--- src/core/pm_mbox_pkg.sv ---
// constants shared by the power management command port and its buffers
package pm_mbox_pkg;

  // buffer geometry
  localparam int       WORD_W     = 32;
  localparam int       BUF_AW     = 3;
  localparam int       BUF_DEPTH  = 8;
  localparam logic [2:0] REQ_LAST  = 3'h5;
  localparam logic [2:0] REQ_DONE  = 3'h6;
  localparam logic [2:0] RESP_LAST = 3'h3;
  localparam logic [2:0] CB_LAST   = 3'h5;

  // word positions inside a request, response or callback
  localparam logic [2:0] W_ID      = 3'h0;
  localparam logic [2:0] W_TARGET  = 3'h1;
  localparam logic [2:0] W_ACK     = 3'h2;
  localparam logic [2:0] W_LATENCY = 3'h3;
  localparam logic [2:0] W_STATE   = 3'h4;
  localparam logic [2:0] W_REASON  = 3'h1;
  localparam logic [2:0] W_VALUE1  = 3'h1;

  // call identifiers (arbitrary encodings)
  localparam logic [31:0] CALL_SELF_SUSPEND  = 32'h0000_000a;
  localparam logic [31:0] CALL_PEER_SUSPEND  = 32'h0000_000b;
  localparam logic [31:0] CALL_ABORT_SUSPEND = 32'h0000_000c;
  localparam logic [31:0] CALL_WAKE          = 32'h0000_000d;
  localparam logic [31:0] CB_INIT_SUSPEND    = 32'h0000_001e;

  // acknowledge modes carried in word 2
  localparam logic [31:0] ACK_NO       = 32'h0000_0001;
  localparam logic [31:0] ACK_BLOCKING = 32'h0000_0002;

  // status codes and callback reason
  localparam logic [31:0] STATUS_OK       = 32'h0000_0000;
  localparam logic [31:0] STATUS_ERR_CALL = 32'h0000_0001;
  localparam logic [31:0] STATUS_ERR_ARG  = 32'h0000_0002;
  localparam logic [31:0] REASON_PU_REQ   = 32'h0000_0001;

  // node word layout
  localparam int NODE_UNIT_LSB  = 0;
  localparam int NODE_CPU_LSB   = 4;
  localparam int NODE_WHOLE_BIT = 8;

  // controller sequencing, one-hot
  typedef enum logic [5:0] {
    ST_IDLE  = 6'h01,
    ST_FETCH = 6'h02,
    ST_EXEC  = 6'h04,
    ST_RESP  = 6'h08,
    ST_CB    = 6'h10,
    ST_DONE  = 6'h20
  } ctrl_state_e;

endpackage

--- src/core/pm_mailbox_command_port.sv ---
// power management controller command port behind an interrupt mailbox
`timescale 1ns/1ns
`default_nettype none
module pm_mailbox_command_port #(
  parameter int   NUM_UNITS      = 4,
  parameter int   UNIT_W         = 2,
  parameter int   CPUS_PER_UNIT  = 2,
  parameter logic DRAM_RETENTION = 1'b0
) (
  // clock and reset
  input  wire logic                                CLK,
  input  wire logic                                SYS_RST,
  // request buffer fill and call interrupt
  input  wire logic                                REQ_WR_EN,
  input  wire logic [pm_mbox_pkg::BUF_AW-1:0]      REQ_WR_ADDR,
  input  wire logic [pm_mbox_pkg::WORD_W-1:0]      REQ_WR_DATA,
  input  wire logic                                IPI_IN,
  input  wire logic [UNIT_W-1:0]                   IPI_IN_SRC,
  // observation
  output logic                                     OBS_BUSY,
  // response and callback buffers
  input  wire logic [pm_mbox_pkg::BUF_AW-1:0]      RESP_RD_ADDR,
  output logic      [pm_mbox_pkg::WORD_W-1:0]      RESP_RD_DATA,
  input  wire logic [pm_mbox_pkg::BUF_AW-1:0]      CB_RD_ADDR,
  output logic      [pm_mbox_pkg::WORD_W-1:0]      CB_RD_DATA,
  output logic      [NUM_UNITS-1:0]                IPI_OUT,
  // power actions
  output logic      [NUM_UNITS-1:0]                SUSPEND_PENDING,
  output logic      [NUM_UNITS*CPUS_PER_UNIT-1:0]  WAKE_CPU,
  input  wire logic                                WARM_RESTART,
  output logic                                     DRAM_SELF_REFRESH
);

  localparam int NCPU = NUM_UNITS * CPUS_PER_UNIT;

  pm_mbox_pkg::ctrl_state_e            state_reg;
  logic [2:0]                          fidx_reg;
  logic [2:0]                          widx_reg;
  logic [UNIT_W-1:0]                   caller_reg;
  logic [pm_mbox_pkg::WORD_W-1:0]      word_reg [0:5];
  logic [pm_mbox_pkg::WORD_W-1:0]      req_rd_data;
  logic [pm_mbox_pkg::WORD_W-1:0]      status_reg;
  logic                                resp_reg;
  logic                                cb_reg;
  logic [pm_mbox_pkg::WORD_W-1:0]      resp_wdata;
  logic [pm_mbox_pkg::WORD_W-1:0]      cb_wdata;
  logic [pm_mbox_pkg::WORD_W-1:0]      exec_status;
  logic                                exec_resp;
  logic                                exec_cb;
  logic                                exec_wake;
  logic [NCPU-1:0]                     exec_wake_vec;
  logic [NUM_UNITS-1:0]                exec_pend_next;
  logic [UNIT_W-1:0]                   tgt_unit;
  logic                                tgt_ok;
  logic                                blocking;
  logic                                resp_we;
  logic                                cb_we;

  // decoding shared by the sequencer and checks
  function automatic logic is_known(input logic [31:0] id);
    is_known = (id == pm_mbox_pkg::CALL_SELF_SUSPEND) ||
               (id == pm_mbox_pkg::CALL_PEER_SUSPEND) ||
               (id == pm_mbox_pkg::CALL_ABORT_SUSPEND) ||
               (id == pm_mbox_pkg::CALL_WAKE);
  endfunction

  function automatic logic [NUM_UNITS-1:0] unit_bit(input logic [UNIT_W-1:0] u);
    unit_bit = {{(NUM_UNITS-1){1'b0}}, 1'b1} << u;
  endfunction

  mbox_word_ram #(.WIDTH(pm_mbox_pkg::WORD_W), .DEPTH(pm_mbox_pkg::BUF_DEPTH),
                  .AW(pm_mbox_pkg::BUF_AW)) u_req_buf (
    .clk     (CLK),
    .wr_en   (REQ_WR_EN && state_reg == pm_mbox_pkg::ST_IDLE),
    .wr_addr (REQ_WR_ADDR),
    .wr_data (REQ_WR_DATA),
    .rd_addr (fidx_reg),
    .rd_data (req_rd_data)
  );

  mbox_word_ram #(.WIDTH(pm_mbox_pkg::WORD_W), .DEPTH(pm_mbox_pkg::BUF_DEPTH),
                  .AW(pm_mbox_pkg::BUF_AW)) u_resp_buf (
    .clk     (CLK),
    .wr_en   (resp_we),
    .wr_addr (widx_reg),
    .wr_data (resp_wdata),
    .rd_addr (RESP_RD_ADDR),
    .rd_data (RESP_RD_DATA)
  );

  mbox_word_ram #(.WIDTH(pm_mbox_pkg::WORD_W), .DEPTH(pm_mbox_pkg::BUF_DEPTH),
                  .AW(pm_mbox_pkg::BUF_AW)) u_cb_buf (
    .clk     (CLK),
    .wr_en   (cb_we),
    .wr_addr (widx_reg),
    .wr_data (cb_wdata),
    .rd_addr (CB_RD_ADDR),
    .rd_data (CB_RD_DATA)
  );

  // busy until the call is handled
  assign OBS_BUSY = (state_reg != pm_mbox_pkg::ST_IDLE);
  assign resp_we  = (state_reg == pm_mbox_pkg::ST_RESP);
  assign cb_we    = (state_reg == pm_mbox_pkg::ST_CB);

  // sequencer
  always_ff @(posedge CLK) begin
    if (SYS_RST) begin
      state_reg  <= pm_mbox_pkg::ST_IDLE;
      fidx_reg   <= 3'h0;
      widx_reg   <= 3'h0;
      caller_reg <= '0;
    end else begin
      case (state_reg)
        pm_mbox_pkg::ST_IDLE: begin
          // new calls taken only when idle
          if (IPI_IN) begin
            state_reg  <= pm_mbox_pkg::ST_FETCH;
            caller_reg <= IPI_IN_SRC;
            fidx_reg   <= 3'h0;
          end
        end
        pm_mbox_pkg::ST_FETCH: begin
          fidx_reg <= fidx_reg + 3'h1;
          if (fidx_reg == pm_mbox_pkg::REQ_DONE) begin
            state_reg <= pm_mbox_pkg::ST_EXEC;
          end
        end
        pm_mbox_pkg::ST_EXEC: begin
          widx_reg <= 3'h0;
          if (exec_resp) begin
            state_reg <= pm_mbox_pkg::ST_RESP;
          end else if (exec_cb) begin
            state_reg <= pm_mbox_pkg::ST_CB;
          end else begin
            state_reg <= pm_mbox_pkg::ST_DONE;
          end
        end
        pm_mbox_pkg::ST_RESP: begin
          widx_reg <= widx_reg + 3'h1;
          if (widx_reg == pm_mbox_pkg::RESP_LAST) begin
            widx_reg  <= 3'h0;
            state_reg <= cb_reg ? pm_mbox_pkg::ST_CB : pm_mbox_pkg::ST_DONE;
          end
        end
        pm_mbox_pkg::ST_CB: begin
          widx_reg <= widx_reg + 3'h1;
          if (widx_reg == pm_mbox_pkg::CB_LAST) begin
            state_reg <= pm_mbox_pkg::ST_DONE;
          end
        end
        pm_mbox_pkg::ST_DONE: begin
          state_reg <= pm_mbox_pkg::ST_IDLE;
        end
        default: begin
          state_reg <= pm_mbox_pkg::ST_IDLE;
        end
      endcase
    end
  end

  // word k lands one cycle after its read address
  always_ff @(posedge CLK) begin
    if (state_reg == pm_mbox_pkg::ST_FETCH && fidx_reg != 3'h0) begin
      word_reg[fidx_reg - 3'h1] <= req_rd_data;
    end
  end

  assign tgt_unit = word_reg[pm_mbox_pkg::W_TARGET][pm_mbox_pkg::NODE_UNIT_LSB +: UNIT_W];
  assign tgt_ok   = (int'(tgt_unit) < NUM_UNITS);
  assign blocking = (word_reg[pm_mbox_pkg::W_ACK] == pm_mbox_pkg::ACK_BLOCKING);

  // call decode
  always_comb begin
    int cpu;
    int idx;
    cpu            = 0;
    idx            = 0;
    exec_status    = pm_mbox_pkg::STATUS_OK;
    exec_resp      = 1'b0;
    exec_cb        = 1'b0;
    exec_wake      = 1'b0;
    exec_wake_vec  = '0;
    exec_pend_next = SUSPEND_PENDING;
    case (word_reg[pm_mbox_pkg::W_ID])
      pm_mbox_pkg::CALL_PEER_SUSPEND: begin
        exec_resp = blocking;
        // init suspend callback to the target
        if (tgt_ok) begin
          exec_cb = 1'b1;
          exec_pend_next = SUSPEND_PENDING | unit_bit(tgt_unit);
        end else begin
          exec_status = pm_mbox_pkg::STATUS_ERR_ARG;
        end
      end
      pm_mbox_pkg::CALL_WAKE: begin
        exec_resp = blocking;
        // whole unit wakes its primary cpu only
        if (word_reg[pm_mbox_pkg::W_TARGET][pm_mbox_pkg::NODE_WHOLE_BIT]) begin
          cpu = 0;
        end else begin
          cpu = int'(word_reg[pm_mbox_pkg::W_TARGET][pm_mbox_pkg::NODE_CPU_LSB +: 4]);
        end
        idx = int'(tgt_unit) * CPUS_PER_UNIT + cpu;
        if (tgt_ok && cpu < CPUS_PER_UNIT) begin
          exec_wake = 1'b1;
          exec_wake_vec[idx] = 1'b1;
        end else begin
          exec_status = pm_mbox_pkg::STATUS_ERR_ARG;
        end
      end
      // abort or own suspend ends the pending request
      pm_mbox_pkg::CALL_ABORT_SUSPEND,
      pm_mbox_pkg::CALL_SELF_SUSPEND: begin
        exec_pend_next = SUSPEND_PENDING & ~unit_bit(caller_reg);
      end
      default: begin
        exec_status = pm_mbox_pkg::STATUS_ERR_CALL;
        exec_resp   = 1'b1;
      end
    endcase
  end

  // results latched at execution
  always_ff @(posedge CLK) begin
    if (SYS_RST) begin
      status_reg <= pm_mbox_pkg::STATUS_OK;
      resp_reg   <= 1'b0;
      cb_reg     <= 1'b0;
    end else if (state_reg == pm_mbox_pkg::ST_EXEC) begin
      status_reg <= exec_status;
      resp_reg   <= exec_resp;
      cb_reg     <= exec_cb;
    end
  end

  // power state effects
  always_ff @(posedge CLK) begin
    if (SYS_RST) begin
      SUSPEND_PENDING <= '0;
      WAKE_CPU        <= '0;
    end else begin
      WAKE_CPU <= '0;
      if (state_reg == pm_mbox_pkg::ST_EXEC) begin
        SUSPEND_PENDING <= exec_pend_next;
        if (exec_wake) begin
          WAKE_CPU <= exec_wake_vec;
        end
      end
    end
  end

  always_comb begin
    resp_wdata = '0;
    if (widx_reg == pm_mbox_pkg::W_ID) begin
      resp_wdata = (state_reg == pm_mbox_pkg::ST_EXEC) ? exec_status : status_reg;
    end else if (widx_reg == pm_mbox_pkg::W_VALUE1) begin
      resp_wdata = word_reg[pm_mbox_pkg::W_TARGET];
    end
  end

  always_comb begin
    cb_wdata = '0;
    if (widx_reg == pm_mbox_pkg::W_ID) begin
      cb_wdata = pm_mbox_pkg::CB_INIT_SUSPEND;
    end else if (widx_reg == pm_mbox_pkg::W_REASON) begin
      cb_wdata = pm_mbox_pkg::REASON_PU_REQ;
    end else if (widx_reg == pm_mbox_pkg::W_ACK) begin
      cb_wdata = word_reg[pm_mbox_pkg::W_LATENCY];
    end else if (widx_reg == pm_mbox_pkg::W_LATENCY) begin
      cb_wdata = word_reg[pm_mbox_pkg::W_STATE];
    end
  end

  // interrupt follows the last buffer write
  always_ff @(posedge CLK) begin
    if (SYS_RST) begin
      IPI_OUT <= '0;
    end else begin
      IPI_OUT <= '0;
      if (resp_we && widx_reg == pm_mbox_pkg::RESP_LAST) begin
        IPI_OUT <= unit_bit(caller_reg);
      end else if (cb_we && widx_reg == pm_mbox_pkg::CB_LAST) begin
        IPI_OUT <= unit_bit(tgt_unit);
      end
    end
  end

  // self-refresh while a warm restart lasts
  always_ff @(posedge CLK) begin
    if (SYS_RST) begin
      DRAM_SELF_REFRESH <= 1'b0;
    end else begin
      DRAM_SELF_REFRESH <= DRAM_RETENTION && WARM_RESTART;
    end
  end
endmodule
`default_nettype wire

--- src/core/mbox_word_ram.sv ---
// small mailbox word buffer with one write port and a registered read port
`timescale 1ns/1ns
`default_nettype none
module mbox_word_ram #(
  parameter int WIDTH = 32,
  parameter int DEPTH = 8,
  parameter int AW    = 3
) (
  // clock
  input  wire logic             clk,
  // write side
  input  wire logic             wr_en,
  input  wire logic [AW-1:0]    wr_addr,
  input  wire logic [WIDTH-1:0] wr_data,
  // read side
  input  wire logic [AW-1:0]    rd_addr,
  output logic      [WIDTH-1:0] rd_data
);

  logic [WIDTH-1:0] mem [0:DEPTH-1];

  always_ff @(posedge clk) begin
    if (wr_en) begin
      mem[wr_addr] <= wr_data;
    end
  end

  always_ff @(posedge clk) begin
    rd_data <= mem[rd_addr];
  end

endmodule
`default_nettype wire

--- config.mk ---
export PLATFORM = sky130hd
export DESIGN_NAME = pm_mailbox_command_port
export DESIGN_NICKNAME = d
export VERILOG_FILES = /design/src/core/pm_mbox_pkg.sv /design/src/core/pm_mailbox_command_port.sv /design/src/core/mbox_word_ram.sv
export SDC_FILE = /design/constraint.sdc
export NUM_CORES = 1
export LEC_CHECK = 0
export BUFFER_PORTS_ARGS = -buffer_cell sky130_fd_sc_hd__buf_2
export CAP_MARGIN = 10
export CORE_UTILIZATION = 47
export DETAILED_ROUTE_END_ITERATION = 16
export SLEW_MARGIN = 20
export SYNTH_ARGS = -nofsm -noshare
export SYNTH_HDL_FRONTEND = slang
export SYNTH_HIERARCHICAL = 1
export SYNTH_SLANG_ARGS = --single-unit
--- constraint.sdc ---
create_clock -name CLK -period 6 [get_ports CLK]
set_input_delay 0.3 -clock CLK [delete_from_list [all_inputs] [get_ports CLK]]
set_output_delay 0.3 -clock CLK [all_outputs]
set_load 0.02 [all_outputs]
==> metrics <==
RSZ-0062 raised after global routing=false; vias in the first global route=between 15000 and 20000; r2r setup slk=~3 ns; DR vias=18137; multi-input logic area=0.00837 mm2; setup TNS=0 ns; Final nets=between 2000 and 2500; post-DR vias/cell=5.46; end point of the critical path=u_cb_buf/mem[4][2]; Worst-path clk slew=roughly 0.06 ns; drt pass-1 iters=5; post-synth cell types=51; Syn Inst Count=1862; Slew HR=roughly 30%; reg2reg end=u_cb_buf/mem[4][2]; Critical Path AT=about 3.4 ns; final worst slack=2.96 ns; IO buf count=127; clk root buf=clkbuf_16; overall power=around 15 mW; post-route minimum period=~3 ns; Crit Path Max Fanout=34; fillers=between 6000 and 7000; Initial Util=between 40% and 50%; Pins Over Slew Limit=0; share of cells above drive strength 1=about a quarter; Post-synth top flop=edfxtp_1; total CTS buffers=109; fmax=approximately 330 MHz; syn_nets=around 1900; Post-synth ARST share=0%; Least-Margin Pin Slew=1.05 ns; Crit. End Element=flip-flop; Synth area leader=edfxtp_1; Fin Clk Skew=roughly 0.032 ns; EDFF count, synth=928; outcome=finished clean; Overflow after GRT=0; Final Hold Fails=0; Synth top area share=between 70% and 80%; Die Area=between 0.08 and 0.09 mm2; Die Ht=293 um; post-synthesis average cell area=approximately 21 um2; DP Wirelength=about 43000 um; DIE WIDTH=approximately 290 um; Final Core Density=54.8%; first-iteration detailed-routing DRC count=between 1000 and 1500; critical setup path kind=reg2reg; Max IR drop VDD=between 200 and 250 uV; Top Registers=u_cb_buf/mem (256), u_req_buf/mem (256), u_resp_buf/mem (256); Min Hold Slack=~0.13 ns; max cap viols=0; Setup crit start=widx_reg[0]; Power Dens Cells=~340 mW/mm2; Cells on Worst Hold Path=2; Post-DRT Antenna Nets=0; Syn-to-layout area delta=15.3%; first-pass GRT wire length=119000 um; worst slack, placed=2.90 ns; worst path required time=6.32 ns; setup bufs post-CTS=0; synth top area cells=edfxtp_1 (70%), dfxtp_1 (8.0%), mux4_1 (7.9%), mux4_2 (4.1%), mux2_2 (2.7%); leakage=14.2 nW; DRC Markers=0; gp weighted congestion=~0.76; clock tree buffer depth=3; TritonCTS clock tree=built; Post-Syn Area=between 0.03 and 0.04 mm2; routed wire length=~80000 um; GRT Resource Usage Total=between 10% and 20%; H-tree depth=3; later-pin clock latency in the skew report=~0.66 ns; row count=between 100 and 150; io pins=130; synth warn=6; Setup-failing EPs final=0; Hold Path Class=in2reg; FF-to-FF path depth=5; #FFs+latches synth=1087; WL/cell=between 20 and 25 um; largest net degree at the start of global routing=70; register area share after synthesis=around four fifths; core area=0.0837 mm2; CTS sink cnt=roughly 1100; Final Cycle Share=roughly half; CP Launch Type=flip-flop; Critical R2R Launch=widx_reg[0]; Seq. cell area=0.0311 mm2; initial antenna violation count=13
==> how the worst min path moves through the flow <==
stage / slack [ns] / end / from
final: 0.13 / status_reg[1] / SYS_RST
after global routing: 0.13 / status_reg[0] / SYS_RST
after CTS: 0.07 / status_reg[1] / SYS_RST
after detailed placement: 0.44 / status_reg[6] / status_reg[6]
after global placement: 0.44 / status_reg[21] / status_reg[21]
after floorplan: 0.40 / fidx_reg[2] / IPI_IN
==> Yosys cell counts (3+ instances only) <==
| cell | number |
|---|---|
| o21ai_0 | 9 |
| a22o_1 | 31 |
| and3_1 | 5 |
| and3b_1 | 3 |
| a21oi_1 | 44 |
| ha_1 | 12 |
| buf_1 | 14 |
| dfxtp_1 | 159 |
| clkbuf_1 | 25 |
| mux2_2 | 97 |
| nand3b_1 | 5 |
| mux4_1 | 120 |
| nand3_1 | 35 |
| mux4_2 | 72 |
| buf_4 | 3 |
| buf_6 | 21 |
| or3_1 | 5 |
| mux2i_1 | 3 |
| buf_2 | 23 |
| inv_1 | 13 |
| nand2_1 | 60 |
| nor3_1 | 21 |
| nor4_1 | 18 |
| nor2b_1 | 6 |
| nand4b_1 | 3 |
| nand2b_1 | 16 |
| edfxtp_1 | 928 |
| and2_1 | 32 |
| nor4b_1 | 4 |
| nand4_1 | 4 |
| a22oi_1 | 3 |
| nor2_1 | 44 |
==> worst max-delay path: stages, from the launching register on <==
cell and delay [ns]:
dfxtp_1 0.65, ha_1 0.26, ha_2 0.74, and3_1 0.27, a21oi_1 0.04, o21ai_0 0.74
==> cells in the final DEF, fill, tap and decap left out, types with 35 or more instances in the layout <==
cell type        n
dlygate4sd3_1   35
mux4_1         120
buf_2          123
mux2_2          97
nand3_1         35
a21oi_1         44
edfxtp_1       928
mux4_2          72
dfxtp_1        157
buf_4           42
nand2_1         59
clkbuf_16      112
==> timing repair <==
action                                 in CTS  in global routing
setup endpoints to repair                   0                  0
hold buffers                               35                  0
endpoints found under the hold margin     259                  0
resized for setup                           0                  0
==> kinds of logic (layout without fill, tap and decap cells) <==
family                   after synthesis  in the layout  synth area share [%]
AO/OA/AOI/OAI                         98             98                  1.62
other                                  1              6               0.00943
XOR/XNOR                               2              2                0.0440
buffers and inverters                 99            418                  1.43
adder cells (fa/ha/maj)               13             13                 0.428
flip-flops                          1087           1087                  78.0
AND/OR/NAND/NOR                      270            270                  3.60
multiplexers                         292            292                  14.8
==> area by class of cell <==
class	count	share of cell area, %
tap	1134	3.09
clock buffer	161	6.86
multi-input combinational	676	18.3
clock inverter	44	1.15
inverter	13	0.106
sequential	1087	67.7
antenna	5	0.0273
timing repair buffer	200	2.79
==> metrics by stage <==
| step | area [um2] | cells |
|---|---|---|
| 2_1_floorplan | 39800 | 1862 |
| 3_3_place_gp | 41800 | 3075 |
| 3_5_place_dp | 41800 | 3075 |
| 4_1_cts | 45800 | 3315 |
| 5_1_grt | 45900 | 3317 |
| 6_report | 45900 | 3320 |
==> routing by layer <==
metal  wire length, um  track usage [%]
met4              2210             6.31
met1             32200             23.9
met2             41000             32.7
met5                 0                0
met3              4320             3.47
==> power by group <==
group / switching [mW] / internal (mW)
registers: 0.0585 / 8.20
logic: 0.217 / 0.176
clock network: 2.74 / 4.10
(Power assumes the default switching activity.)
